<file path="config.mk">
export PLATFORM = sky130hd
export DESIGN_NAME = lds_top
export DESIGN_NICKNAME = d
export VERILOG_FILES = /design/src/lds_pkg.sv /design/src/lds_top.sv
export VERILOG_INCLUDE_DIRS = /design/src /design/src/src
export SDC_FILE = /design/constraint.sdc
export NUM_CORES = 1
export LEC_CHECK = 0
export ABC_AREA = 1
export BUFFER_PORTS_ARGS = -buffer_cell sky130_fd_sc_hd__buf_2
export CORE_AREA = 4 4 183 185
export DETAILED_ROUTE_END_ITERATION = 7
export DIE_AREA = 0 0 187 189
export GPL_TIMING_DRIVEN = 0
export SETUP_SLACK_MARGIN = 0.4
export SYNTH_ARGS = -nofsm -noshare
export SYNTH_HDL_FRONTEND = slang
export SYNTH_SLANG_ARGS = --single-unit
</file>
<file path="constraint.sdc">
create_clock -name clk -period 2.5 [get_ports clk]
set_input_delay 0.125 -clock clk [delete_from_list [all_inputs] [get_ports clk]]
set_output_delay 0.125 -clock clk [all_outputs]
set_load 0.01 [all_outputs]
</file>
<file path="src/lds_defines.svh">
// register offsets, reset values and timing constants of the LED driver control slice
// assumes inclusion by bare name from the top module and the testbench
`ifndef LDS_DEFINES_SVH
`define LDS_DEFINES_SVH

// ==========================================================================
// register byte offsets
`define LDS_OFS_CTRL 8'h00
`define LDS_OFS_FREQ 8'h04
`define LDS_OFS_SLOPE 8'h08
`define LDS_OFS_STATUS_LIVE_FIRST 8'h0C
`define LDS_OFS_RISE1 8'h10
`define LDS_OFS_FALL1 8'h14
`define LDS_OFS_STAT2 8'h18
`define LDS_OFS_RISE2 8'h1C
`define LDS_OFS_FALL2 8'h20
`define LDS_OFS_RMASK 8'h24
`define LDS_OFS_FMASK 8'h28
`define LDS_OFS_RES0 8'h40
`define LDS_OFS_RES_LAST 8'h60

// ==========================================================================
// field positions and reset values
`define LDS_CTRL_MEAS_BIT 0
`define LDS_FREQ_RESET 6'h04
`define LDS_FREQ_LAST 6'h1A
`define LDS_FREQ_LINEAR_LAST 6'h0A
`define LDS_DIV_BASE 8'h08
`define LDS_DIV_MAX 8'hB4
`define LDS_SLOPE_LOW_RESET 2'h0
`define LDS_SLOPE_HIGH_RESET 2'h0
`define LDS_RES_SHIFT 6
`define LDS_DIE_CH 4'h9

// ==========================================================================
// timing
`define LDS_CLK_HZ 20000000
`define LDS_MEAS_PERIOD_MS 100

`endif

</file>
<file path="src/lds_pkg.sv">
// types shared by the LED driver control slice
// uses no macros from lds_defines.svh
package lds_pkg;

  // converter sweep states, gray along idle -> convert -> store
  typedef enum logic [1:0] {
    LDS_IDLE = 2'b00,
    LDS_CONV = 2'b01,
    LDS_STORE = 2'b11
  } lds_meas_e;

  // request to the shared converter
  typedef struct packed {
    logic start;
    logic [3:0] channel;
  } lds_adc_req_s;

  // slope settings: low-duty code in [1:0], high-duty code in [3:2]
  typedef struct packed {
    logic [1:0] high_duty;
    logic [1:0] low_duty;
  } lds_slope_s;

endpackage

</file>
<file path="src/lds_top.sv">
// control slice of a connected LED driver: switching clock divider, slope select,
// converter sequencer with result registers, status latches, Avalon-MM slave
// assumes status conditions and converter handshake arrive asynchronously on pins
//
// The address map and register access over Avalon-MM are this design's own decisions.
`timescale 1ns/1ns
`default_nettype none
`include "lds_defines.svh"

// Operation
// - switching clock divided from main clock by code
// - divisor 8+2*code, then fixed table to 180
// - reset code 4 gives divisor 16
// - low slope below half duty, else high
// - low slope codes give 0.1 to 0.4 V/us
// - high slope codes give 0.3 to 0.9 V/us
// - reset slopes are 0.1 and 0.3 V/us
// - one converter shared across ten quantities
// - no sampling while measurement enable is clear
// - every quantity refreshed once per 100 ms
// - results in 16-bit registers, scaled to 2^16
// - ten live bits over two 8-bit registers
// - heat warning while die temperature exceeds limit
// - live bits follow condition without latching
// - rise latch sets on live bit activation
// - reading rise latch clears it
// - live and rise registers at adjacent addresses
// - fall latch sets on deactivation, clears on read
// - interrupt when any masked latch bit set
module lds_top #(
  parameter int MEAS_PERIOD_CYC =
    int'((64'(`LDS_MEAS_PERIOD_MS) * 64'(`LDS_CLK_HZ)) / 64'd1000), // 100 ms in clocks
  parameter logic [15:0] DIE_HEAT_LIMIT = 16'hC000, // die heat threshold, result scale
  parameter int NUM_STATUS = 10 // live status bits
) (
  input wire logic clk, // 20 MHz main clock
  input wire logic rstn, // async reset, active low
  input wire logic [7:0] address, // avalon byte address
  input wire logic read, // avalon read
  input wire logic write, // avalon write
  input wire logic [31:0] writedata, // avalon write data
  input wire logic [3:0] byteenable, // avalon byte enables
  output logic [31:0] readdata, // avalon read data
  output logic waitrequest, // avalon wait
  input wire logic [NUM_STATUS-1:1] status_cond, // async fault/warning conditions
  input wire logic duty_above_half, // async duty-cycle comparator
  output logic led_switching_clock, // divided switching clock
  output logic [9:0] slope_mv_per_us, // active compensation slope, mV/us
  output logic [3:0] adc_channel, // converter mux select
  output logic adc_start, // converter start pulse
  input wire logic adc_done, // async converter done level
  input wire logic [9:0] adc_data, // converter result, stable while done
  output logic interrupt_out_n_o, // open-drain pin drive value
  output logic interrupt_out_n_oe // open-drain pin pull-low enable
);

  // ==========================================================================
  // lookup functions
  function automatic logic [7:0] div_of(input logic [5:0] code);
    logic [7:0] d;
    d = `LDS_DIV_MAX;
    if (code <= `LDS_FREQ_LINEAR_LAST) begin
      d = `LDS_DIV_BASE + {1'b0, code, 1'b0};
    end else begin
      case (code)
        6'h0B: d = 8'h20;
        6'h0C: d = 8'h22;
        6'h0D: d = 8'h26;
        6'h0E: d = 8'h2A;
        6'h0F: d = 8'h2E;
        6'h10: d = 8'h34;
        6'h11: d = 8'h38;
        6'h12: d = 8'h40;
        6'h13: d = 8'h46;
        6'h14: d = 8'h4C;
        6'h15: d = 8'h54;
        6'h16: d = 8'h66;
        6'h17: d = 8'h70;
        6'h18: d = 8'h7C;
        6'h19: d = 8'h96;
        default: d = `LDS_DIV_MAX; // codes above the table hold the slowest rate
      endcase
    end
    return d;
  endfunction

  function automatic logic [9:0] slope_of(input logic high, input logic [1:0] code);
    logic [9:0] s;
    case ({high, code})
      3'h0: s = 10'h064;
      3'h1: s = 10'h0C8;
      3'h2: s = 10'h12C;
      3'h3: s = 10'h190;
      3'h4: s = 10'h12C;
      3'h5: s = 10'h190;
      3'h6: s = 10'h258;
      default: s = 10'h384;
    endcase
    return s;
  endfunction

  // ==========================================================================
  // input synchronisers
  logic [NUM_STATUS-1:1] cond_s1, cond_s2;
  logic duty_s1, duty_s2, done_s1, done_s2;
  always_ff @(posedge clk or negedge rstn) begin
    if (!rstn) begin
      cond_s1 <= '0;
      cond_s2 <= '0;
      duty_s1 <= 1'b0;
      duty_s2 <= 1'b0;
      done_s1 <= 1'b0;
      done_s2 <= 1'b0;
    end else begin
      cond_s1 <= status_cond;
      cond_s2 <= cond_s1;
      duty_s1 <= duty_above_half;
      duty_s2 <= duty_s1;
      done_s1 <= adc_done;
      done_s2 <= done_s1;
    end
  end

  // ==========================================================================
  // bus slave: one wait state on every access
  logic ack;
  wire req = read | write;
  assign waitrequest = req & ~ack;
  wire wr_fire = write & ~waitrequest;
  wire rd_fire = read & ~waitrequest;
  wire wr_ctrl = wr_fire & (address == `LDS_OFS_CTRL) & byteenable[0];
  wire wr_freq = wr_fire & (address == `LDS_OFS_FREQ) & byteenable[0];
  wire wr_slope = wr_fire & (address == `LDS_OFS_SLOPE) & byteenable[0];
  wire wr_rmask = wr_fire & (address == `LDS_OFS_RMASK);
  wire wr_fmask = wr_fire & (address == `LDS_OFS_FMASK);
  wire rd_rise1 = rd_fire & (address == `LDS_OFS_RISE1);
  wire rd_rise2 = rd_fire & (address == `LDS_OFS_RISE2);
  wire rd_fall1 = rd_fire & (address == `LDS_OFS_FALL1);
  wire rd_fall2 = rd_fire & (address == `LDS_OFS_FALL2);

  logic metrology_enable;
  logic [5:0] switch_freq_divider_select;
  lds_pkg::lds_slope_s slope_comp_setting;
  logic [NUM_STATUS-1:0] rise_mask, fall_mask;
  logic [NUM_STATUS-1:0] status_live, status_live_q, status_rise_latch, status_fall_latch;
  logic [15:0] result [0:8];
  logic [15:0] die_temp;

  // masks keep only the bytes enabled; bit 8 and up sit in byte 1
  wire [NUM_STATUS-1:0] wmask = {{(NUM_STATUS-8){byteenable[1]}}, {8{byteenable[0]}}};

  always_ff @(posedge clk or negedge rstn) begin
    if (!rstn) begin
      metrology_enable <= 1'b0;
      switch_freq_divider_select <= `LDS_FREQ_RESET;
      slope_comp_setting <= {`LDS_SLOPE_HIGH_RESET, `LDS_SLOPE_LOW_RESET};
      rise_mask <= '0;
      fall_mask <= '0;
    end else begin
      if (wr_ctrl) metrology_enable <= writedata[`LDS_CTRL_MEAS_BIT];
      if (wr_freq) switch_freq_divider_select <= writedata[5:0];
      if (wr_slope) slope_comp_setting <= writedata[3:0];
      if (wr_rmask) rise_mask <= (rise_mask & ~wmask) | (writedata[NUM_STATUS-1:0] & wmask);
      if (wr_fmask) fall_mask <= (fall_mask & ~wmask) | (writedata[NUM_STATUS-1:0] & wmask);
    end
  end

  // live and rise registers adjacent for one burst
  wire [7:0] res_ofs = address - `LDS_OFS_RES0;
  wire res_hit = (address >= `LDS_OFS_RES0) && (address <= `LDS_OFS_RES_LAST) &&
                 (address[1:0] == 2'h0);
  wire [3:0] res_idx = res_ofs[5:2];
  logic [31:0] next_readdata;
  always_comb begin
    next_readdata = 32'h0;
    case (address)
      `LDS_OFS_CTRL: next_readdata[`LDS_CTRL_MEAS_BIT] = metrology_enable;
      `LDS_OFS_FREQ: next_readdata[5:0] = switch_freq_divider_select;
      `LDS_OFS_SLOPE: next_readdata[3:0] = slope_comp_setting;
      `LDS_OFS_STATUS_LIVE_FIRST: next_readdata[7:0] = status_live[7:0];
      `LDS_OFS_RISE1: next_readdata[7:0] = status_rise_latch[7:0];
      `LDS_OFS_FALL1: next_readdata[7:0] = status_fall_latch[7:0];
      `LDS_OFS_STAT2: next_readdata[1:0] = status_live[9:8];
      `LDS_OFS_RISE2: next_readdata[1:0] = status_rise_latch[9:8];
      `LDS_OFS_FALL2: next_readdata[1:0] = status_fall_latch[9:8];
      `LDS_OFS_RMASK: next_readdata[NUM_STATUS-1:0] = rise_mask;
      `LDS_OFS_FMASK: next_readdata[NUM_STATUS-1:0] = fall_mask;
      default: if (res_hit) next_readdata[15:0] = result[res_idx];
    endcase
  end

  always_ff @(posedge clk or negedge rstn) begin
    if (!rstn) begin
      ack <= 1'b0;
      readdata <= 32'h0;
    end else begin
      ack <= req & ~ack;
      if (req & ~ack) readdata <= next_readdata;
    end
  end

  // ==========================================================================
  // switching clock divider
  logic [7:0] div_cnt;
  wire [7:0] divisor = div_of(switch_freq_divider_select);
  wire div_wrap = (div_cnt >= divisor - 8'h01);
  always_ff @(posedge clk or negedge rstn) begin
    if (!rstn) begin
      div_cnt <= 8'h00;
      led_switching_clock <= 1'b0;
    end else begin
      div_cnt <= div_wrap ? 8'h00 : div_cnt + 8'h01;
      led_switching_clock <= (div_wrap | (div_cnt < {1'b0, divisor[7:1]} - 8'h01));
    end
  end

  // ==========================================================================
  // slope compensation select; the host may write zero when margin is short
  always_ff @(posedge clk or negedge rstn) begin
    if (!rstn) begin
      slope_mv_per_us <= 10'h000;
    end else begin
      slope_mv_per_us <= duty_s2 ? slope_of(1'b1, slope_comp_setting.high_duty)
                                 : slope_of(1'b0, slope_comp_setting.low_duty);
    end
  end

  // ==========================================================================
  // converter sequencer: one sweep of all channels per period
  lds_pkg::lds_meas_e state, next_state;
  lds_pkg::lds_adc_req_s adc_req, next_adc_req;
  logic [31:0] period_cnt;
  wire period_tick = (period_cnt == 32'(MEAS_PERIOD_CYC - 1));
  logic sweep_pending;
  wire last_ch = (adc_req.channel == `LDS_DIE_CH);

  always_comb begin
    next_state = state;
    next_adc_req = adc_req;
    next_adc_req.start = 1'b0;
    case (state)
      lds_pkg::LDS_IDLE: begin
        if (sweep_pending && metrology_enable) begin
          next_state = lds_pkg::LDS_CONV;
          next_adc_req.start = 1'b1;
        end
      end
      lds_pkg::LDS_CONV: begin
        if (done_s2) next_state = lds_pkg::LDS_STORE;
      end
      lds_pkg::LDS_STORE: begin
        // wait for done to drop so one conversion is stored once
        if (!done_s2) begin
          if (last_ch || !metrology_enable) begin
            next_state = lds_pkg::LDS_IDLE;
            next_adc_req.channel = 4'h0;
          end else begin
            next_state = lds_pkg::LDS_CONV;
            next_adc_req.channel = adc_req.channel + 4'h1;
            next_adc_req.start = 1'b1;
          end
        end
      end
      default: next_state = lds_pkg::LDS_IDLE;
    endcase
  end

  always_ff @(posedge clk or negedge rstn) begin
    if (!rstn) begin
      state <= lds_pkg::LDS_IDLE;
      adc_req <= '0;
      period_cnt <= 32'h0;
      sweep_pending <= 1'b0;
    end else begin
      state <= next_state;
      adc_req <= next_adc_req;
      period_cnt <= (period_tick || !metrology_enable) ? 32'h0 : period_cnt + 32'h1;
      if (period_tick) sweep_pending <= 1'b1;
      else if (next_adc_req.start && state == lds_pkg::LDS_IDLE) sweep_pending <= 1'b0;
    end
  end
  assign adc_start = adc_req.start;
  assign adc_channel = adc_req.channel;

  // capture on the store entry; full scale maps to 2^16
  wire store_now = (state == lds_pkg::LDS_CONV) && done_s2;
  wire [15:0] scaled = {adc_data, {`LDS_RES_SHIFT{1'b0}}};
  always_ff @(posedge clk or negedge rstn) begin
    if (!rstn) begin
      die_temp <= 16'h0;
    end else if (store_now && last_ch) begin
      die_temp <= scaled;
    end
  end
  genvar gi;
  generate
    for (gi = 0; gi < 9; gi++) begin : g_res
      always_ff @(posedge clk or negedge rstn) begin
        if (!rstn) result[gi] <= 16'h0;
        else if (store_now && adc_req.channel == 4'(gi)) result[gi] <= scaled;
      end
    end
  endgenerate

  // ==========================================================================
  // live status and transition latches
  wire die_heat_warning = (die_temp > DIE_HEAT_LIMIT);
  wire [NUM_STATUS-1:0] rise_evt = status_live & ~status_live_q;
  wire [NUM_STATUS-1:0] fall_evt = ~status_live & status_live_q;
  wire [NUM_STATUS-1:0] rise_clr = {{(NUM_STATUS-8){rd_rise2}}, {8{rd_rise1}}};
  wire [NUM_STATUS-1:0] fall_clr = {{(NUM_STATUS-8){rd_fall2}}, {8{rd_fall1}}};
  always_ff @(posedge clk or negedge rstn) begin
    if (!rstn) begin
      status_live <= '0;
      status_live_q <= '0;
      status_rise_latch <= '0;
      status_fall_latch <= '0;
      interrupt_out_n_oe <= 1'b0;
    end else begin
      status_live <= {cond_s2, die_heat_warning};
      status_live_q <= status_live;
      status_rise_latch <= (status_rise_latch & ~rise_clr) | rise_evt;
      status_fall_latch <= (status_fall_latch & ~fall_clr) | fall_evt;
      interrupt_out_n_oe <= |((status_rise_latch & rise_mask) |
                              (status_fall_latch & fall_mask));
    end
  end
  assign interrupt_out_n_o = 1'b0;

  // ==========================================================================
  // checks
  chk_div_legal: assert property (@(posedge clk) disable iff (!rstn)
    divisor >= `LDS_DIV_BASE && divisor <= `LDS_DIV_MAX && !divisor[0])
    else $error("switching divisor out of range");
  chk_clk_period: assert property (@(posedge clk) disable iff (!rstn)
    div_wrap |=> (div_cnt == 8'h00 && led_switching_clock))
    else $error("switching clock not high at period start");
  chk_rise_set: assert property (@(posedge clk) disable iff (!rstn)
    (rise_evt != '0) |=> ((status_rise_latch & $past(rise_evt)) == $past(rise_evt)))
    else $error("rise latch missed an activation");
  chk_rise_clear: assert property (@(posedge clk) disable iff (!rstn)
    (rd_rise1 && rise_evt[7:0] == 8'h00) |=> status_rise_latch[7:0] == 8'h00)
    else $error("rise latch not cleared by read");
  chk_set_wins: assert property (@(posedge clk) disable iff (!rstn)
    (rd_rise1 && rise_evt[7:0] != 8'h00) |=> ((status_rise_latch[7:0] & $past(rise_evt[7:0])) == $past(rise_evt[7:0])))
    else $error("activation lost to clearing read");
  chk_fall_set: assert property (@(posedge clk) disable iff (!rstn)
    (fall_evt != '0) |=> ((status_fall_latch & $past(fall_evt)) == $past(fall_evt)))
    else $error("fall latch missed a deactivation");
  chk_fall_clear: assert property (@(posedge clk) disable iff (!rstn)
    (rd_fall1 && fall_evt[7:0] == 8'h00) |=> status_fall_latch[7:0] == 8'h00)
    else $error("fall latch not cleared by read");
  chk_irq_level: assert property (@(posedge clk) disable iff (!rstn)
    ((status_rise_latch & rise_mask) != '0) |=> interrupt_out_n_oe)
    else $error("masked rise latch gave no interrupt");
  chk_meas_off: assert property (@(posedge clk) disable iff (!rstn)
    (!metrology_enable && state == lds_pkg::LDS_IDLE) |=> !adc_start)
    else $error("sampling started while disabled");
  chk_live_follow: assert property (@(posedge clk) disable iff (!rstn)
    ##1 status_live[NUM_STATUS-1:1] == $past(cond_s2))
    else $error("live status does not follow condition");
  chk_heat_warn: assert property (@(posedge clk) disable iff (!rstn)
    (die_temp > DIE_HEAT_LIMIT) |=> status_live[0])
    else $error("heat warning not raised");
  chk_slope_low: assert property (@(posedge clk) disable iff (!rstn)
    (!duty_s2 && slope_comp_setting.low_duty == 2'h0) |=> slope_mv_per_us == 10'h064)
    else $error("low duty slope wrong");
  chk_slope_high: assert property (@(posedge clk) disable iff (!rstn)
    (duty_s2 && slope_comp_setting.high_duty == 2'h0) |=> slope_mv_per_us == 10'h12C)
    else $error("high duty slope wrong");
  chk_bus_wait: assert property (@(posedge clk) disable iff (!rstn)
    (req && waitrequest) |=> !waitrequest)
    else $error("wait state longer than one cycle");

endmodule // lds_top
`default_nettype wire

</file>
== After elaboration in Yosys (flattened, before gate mapping) ==
Memory sizes are Yosys's and may differ from the RTL's.
Cells that the tools add are included.
Storage, ports and cells
  flip-flop bits (word level): 270
  bits in read-only memories: 224
  input bits: 69
  output and inout bits: 51
  word-level logic and storage cells: 185
  memories: 1
Operators by class
  add/subtract/negate cells: 7
  $lt $le $gt $ge: 7
  equality and inequality tests: 30
  mux-type cells: 30
  bitwise logic cells: 40
  reduce and logical (&&, ||, !) cells: 33
Memory list
  (name not given): words 32, width 7, rd ports 1, clocked after memory_dff 0, write ports 0, RTL line lds_top.sv:65  | case (code)
Operator list (count)
  $and 10x10->10: 9
  $bmux 16 s4: 1
  $not 10->10: 5
  $or 10x10->10: 5
  $mux 16: 3
  $pmux 10 s4: 1
  $add 32x1->32 const B: 1
  $eq 32x21->1 const B: 1
  $eq 8x5->1 const B: 4
  $mux 32: 1
  $pmux 10 s3: 1
  $eq 8x6->1 const B: 3
  $mux 8: 3
  $pmux 1 s11: 2
  $eq 4x3->1 const B: 4
  $eq 8x4->1 const B: 2
  $gt 16x16->1 const B: 1
  $pmux 2 s8: 1
  $and 1x1->1: 15
  $logic_and 1x1->1: 15
  $pmux 2 s7: 1
  $pmux 2 s3: 2
  $pmux 2 s6: 1
  $reduce_or 11->1: 1
  42 further kinds: 64

== Logic depth before layout (Yosys ltp) ==
  depth in word-level cells: 8
  gate-level depth with buffers: 23

== Worst setup path after synthesis ==
OpenSTA, ideal clock, no wires.
  path kind: reg2reg
  start point: register switch_freq_divider_select[2]
  end point: register led_switching_clock
  arrival: 2.613 ns
  setup slack: -0.230 ns
  stages on the path, launching flop included: 23
  period minus slack after synthesis: 2.730 ns
  path through: dfstp_2 inv_2 ha_1 nand2_1 nand2_1 nand2_1 nand2_4 nor2_1 inv_1 nand2_4 inv_1 nor2_1 nor2_1 ha_1 a21o_1 a21oi_1 nand2_1 nand3_1 nand3_1 nand2_2 nand2_4 nand2_1 nand2_1
On the way
  cells in the longest elaborated chain, start to end: 6
RTL lines
  start, declared: RTL line lds_top.sv:142  | logic [5:0] switch_freq_divider_select;
  start signal, assigned: RTL line lds_top.sv:155  | switch_freq_divider_select <= `LDS_FREQ_RESET;
  start signal, assigned: RTL line lds_top.sv:161  | if (wr_freq) switch_freq_divider_select <= writedata[5:0];
  $mem_v2 32x7
  $mux 8: RTL line lds_top.sv:65
  $mux 8 *: RTL line lds_top.sv:62  | if (code <= `LDS_FREQ_LINEAR_LAST) begin
  $sub 8x1->8 or $sub 7x1->8 (tied branches): RTL line lds_top.sv:206, lds_top.sv:213
  $ge 8x8->1 or $lt 8x8->1 (tied branches): RTL line lds_top.sv:206, lds_top.sv:213
  $or 1x1->1 *: RTL line lds_top.sv:213  | led_switching_clock <= (div_wrap | (div_cnt < {1'b0, divisor[7:1]} - 8'h01));
  end signal, assigned: RTL line lds_top.sv:213
  end, declared: RTL line lds_top.sv:47  | output logic led_switching_clock,
Every way passes the cells marked *; elsewhere a longest branch is shown, timed or not.
A chain may end at the register's enable or synchronous reset.

== Worst setup path in the final report ==
  start point: register switch_freq_divider_select[2]
  end point: register div_cnt[6]
On the way
  cells in the longest elaborated chain, start to end: 6
RTL lines
  $mem_v2 32x7
  $mux 8: RTL line lds_top.sv:65
  $mux 8 *: RTL line lds_top.sv:62
  $sub 8x1->8 *: RTL line lds_top.sv:206  | wire div_wrap = (div_cnt >= divisor - 8'h01);
  $ge 8x8->1 *: RTL line lds_top.sv:206
  $mux 8 *: RTL line lds_top.sv:212  | div_cnt <= div_wrap ? 8'h00 : div_cnt + 8'h01;
  end signal, assigned: RTL line lds_top.sv:212
  end, declared: RTL line lds_top.sv:204  | logic [7:0] div_cnt;
Marked as above.

==> flow_summary.ini <==
[status]
run_status = finished, violations left
violations = negative setup slack

[global_route]
antenna_violations_before_repair = 0
grt_use_total_pct = 18.19
grt_first_pass_wirelength_um = 53220
via_count_of_the_first_global_routing_pass = 10122
grt_start_max_net_pins = 114
overflow_left_after_global_routing = 0

[placed_design]
place_ws_ns = -0.4551
detailedPlacementHpwl_um = 23070
placed_area_um2 = 13600
portBuffers = 76
dp.cells = 1926
place_congestion = 0.8743

[routing]
routed_wire_length_per_instance_um = 16.12
drt-pass1-iter-count = 5
remaining_antenna_violation_count_after_routing = 0
detail_route.iter0.violations = 754
via_count = 10441
detail_route.wirelength_um = 32760
avgViaCountPerCell = 5.138
final_routed_drc_violation_total = 0

[synthesis]
synth_top_family_by_area = simple AND/OR/NAND/NOR gates
yosys_warnings = 0
synthSimpleGateAreaFrac_pct = 19.08
yosys_top_cell_by_area = dfrtp_1
synthXorXnorAreaFrac_pct = 0.9079
synthArstFlopShare_pct = 100.0
synth_top_cells_by_area = dfrtp_1 (53%), nand2_1 (8.9%), o21ai_0 (7.2%)
ys_ff_latch = 268
dominantRegCellSynth = dfrtp_1
yosysSeqAreaShare_pct = 53.49
synth-compound-area-share_pct = 15.28
synthMuxAreaShare_pct = 0.5388
edff_count_synth = 0
per_instance_average_area_after_synthesis_um2 = 8.819
unique_masters_post_synth = 48
post_synthesis_cells = 1422
post_synth_fa_ha_maj_area_fraction_pct = 3.292
synth.top_cell.area_share_pct = 53.28
post_synth_instance_area_um2 = 12540

[power_and_ir_drop]
power-per-cell-area_nw_per_um2 = 603.0
ir_worst_vdd_mv = 0.4944
p_leak_nw = 7.246
design_power_total_mw = 9.249

[timing]
grt_setup_unrepaired = true
worstMarginPinSlew_ns = 0.7330
timing.fmax_mhz = 355.1
setup_violations = 9
final.min_clock_period_ns = 2.816
skew_ns = 0.009030
setup_ws_ns = -0.3165
finalHoldViolations = 0
timing.final.max_slew_violations = 0
layout_worst_path_cycle_share_pct = 112.7
relSlewSlack_pct = 50.95

[cells_and_area]
nNetsFinal = 1704
finish.cell_count_without_fillers = 2032
post_route_cells_drive_above_1_share_pct = 18.53
final_area_um2 = 15340
syn_to_final_growth_pct = 22.31
layout.core_utilization_pct = 47.87
antenna-diode-count = 0
number_of_filler_cells_placed_in_the_layout = 2987

[clocking]
tritoncts = done
clk_root_buf = clkbuf_16
worstSkewPairLatency_ns = 0.54
cts.path.max_buffers = 3
cts_made_buffers = 29
clk_pin_slew_worst_paths_ns = 0.06
clock_sinks = 268
htreeDepth = 1

[floorplan]
placementRows = 66
placeableCoreArea_um2 = 32040
floorplan.initialDensity_pct = 39.14
die_ar_um2 = 35340
dieHeight_um = 189
die_x_um = 187
pin_count = 120

[setup_path]
critical_path_origin = switch_freq_divider_select[2]
end_kind = register
worstPathMaxFanout = 5
timing.rr.start = switch_freq_divider_select[2]
cp.arrival_ns = 3.23
critical_path_required_ns = 2.91
cp-start-kind = register
worst-setup-path-type = reg2reg

[flow_run]
maxCapViolations = 0

[min_path]
min_from = read
hold_path.class = in2reg
-- worst max-delay path, stage by stage (launching register included) --
cell and delay (ns):
dfstp_2 0.63, buf_6 0.13, buf_4 0.12, ha_1 0.13, nand2_1 0.05, nor2_1 0.11
a21oi_2 0.04, nor2_2 0.14, nor2_4 0.06, buf_4 0.14, nor2_2 0.11, nor2_2 0.05
ha_1 0.28, a21oi_2 0.06, or2_2 0.28, nand3_2 0.09, nand2_4 0.07, nand2_4 0.10
a21oi_1 0.07
-- power breakdown --
group | switching [mW] | internal, mW | total [mW]
sequential | 0.0440 | 4.41 | 4.45
combinational | 0.338 | 0.160 | 0.498
clock | 1.74 | 2.56 | 4.30
total | 2.12 | 7.13 | 9.25
-- synth_stat cells, types with 11 or more instances --
cell,instances
dfrtp_1,267
clkbuf_1,31
a21oi_1,55
nand2_1,297
nor3_1,32
nand3_1,42
nor2_1,90
ha_1,33
nor4_1,15
buf_4,20
nand2_2,17
nand4_1,11
inv_1,161
o21ai_0,181
o22ai_1,65
-- placed cells by master (no fill, tap or decap), drive strengths merged, types with 5 or more instances in the layout --
master       count
a21oi           58
o21ai          183
xor2            10
clkbuf          72
ha              33
nand3           50
clkinvlp         5
nand2          318
nor3            34
mux2             6
nor2           104
inv            167
a221oi           5
dfrtp          267
o22ai           65
nand4           11
conb            19
dlygate4sd3     25
clkinv           6
buf            131
nor4            15
o41ai            6
-- area by class of cell --
cell class / count / area [um2] / share of cell area [%]
well taps: 408 / 510.5 / 3.328
repair buffers: 130 / 913.4 / 5.955
inverters: 167 / 639.4 / 4.168
flip-flops and latches: 268 / 6711 / 43.76
plain buffers: 58 / 306.5 / 1.999
clock inverters: 13 / 127.6 / 0.8320
clock buffers: 40 / 847.1 / 5.522
multi-input cells: 948 / 5283 / 34.44
-- kinds of logic (layout without fill, tap and decap cells) --
kind of cell,count (synthesis),in the layout
mux,6,6
simple gates,535,536
flops,268,268
other cells,1,19
compound gates,341,341
fa+ha+maj,33,33
buf+inv,225,408
xor+xnor,13,13
-- metrics by stage --
step	TNS (ns)	hold slack, ns
floorplan	-1.037	-0.1706
global placement	-982.02	0.2336
detailed placement	-3.920	0.1206
CTS	-2.658	0.006800
global route	-4.111	0.06173
finish	-2.676	0.03035
-- metal layers --
| metal | track usage, % | vias up | share of wire [%] |
|---|---|---|---|
| met1 | 26.07 | 4982 | 47 |
| met5 | 0 | - | 0 |
| met4 | 4.152 | 0 | 2.5 |
| met3 | 3.614 | 59 | 6.2 |
| met2 | 28.83 | 308 | 45 |
| li1 | - | 5092 | - |
-- registers in the layout (all words and copies together), names as in the netlist, 6 cells and up, named ones only --
| name | cells |
|---|---|
| cond_s1 | 9 |
| cond_s2 | 9 |
| die_temp | 10 |
| div_cnt | 8 |
| period_cnt | 32 |
| readdata | 16 |
| result | 90 |
| slope_mv_per_us | 8 |
| status_fall_latch | 10 |
| status_live | 10 |
| status_live_q | 10 |
| status_rise_latch | 10 |
| switch_freq_divider_select | 6 |
-- path summary, 6_finish.rpt --
path / end / slack (ns) / cells after the start
setup reg to reg: div_cnt[6] / -0.32 / 18
max in group asynchronous: period_cnt[16] / 1.05 / 4
setup / recovery: div_cnt[6] / -0.32 / 18
hold / removal: ack / 0.03 / 3
hold reg to reg: done_s2 / 0.35 / 0
min in group asynchronous: slope_mv_per_us[4] / 0.13 / 2
-- timing repair --
action                                  in CTS  in global routing
endpoints found under the hold margin      112                  0
gates resized for setup                     16                 62
gates cloned                                 1                  0
endpoints found under the setup margin      45                 36
pin swaps                                    9                 38
hold buffers                                25                  0
setup buffers                               11                 16
Power figures use the tool's default switching activity.
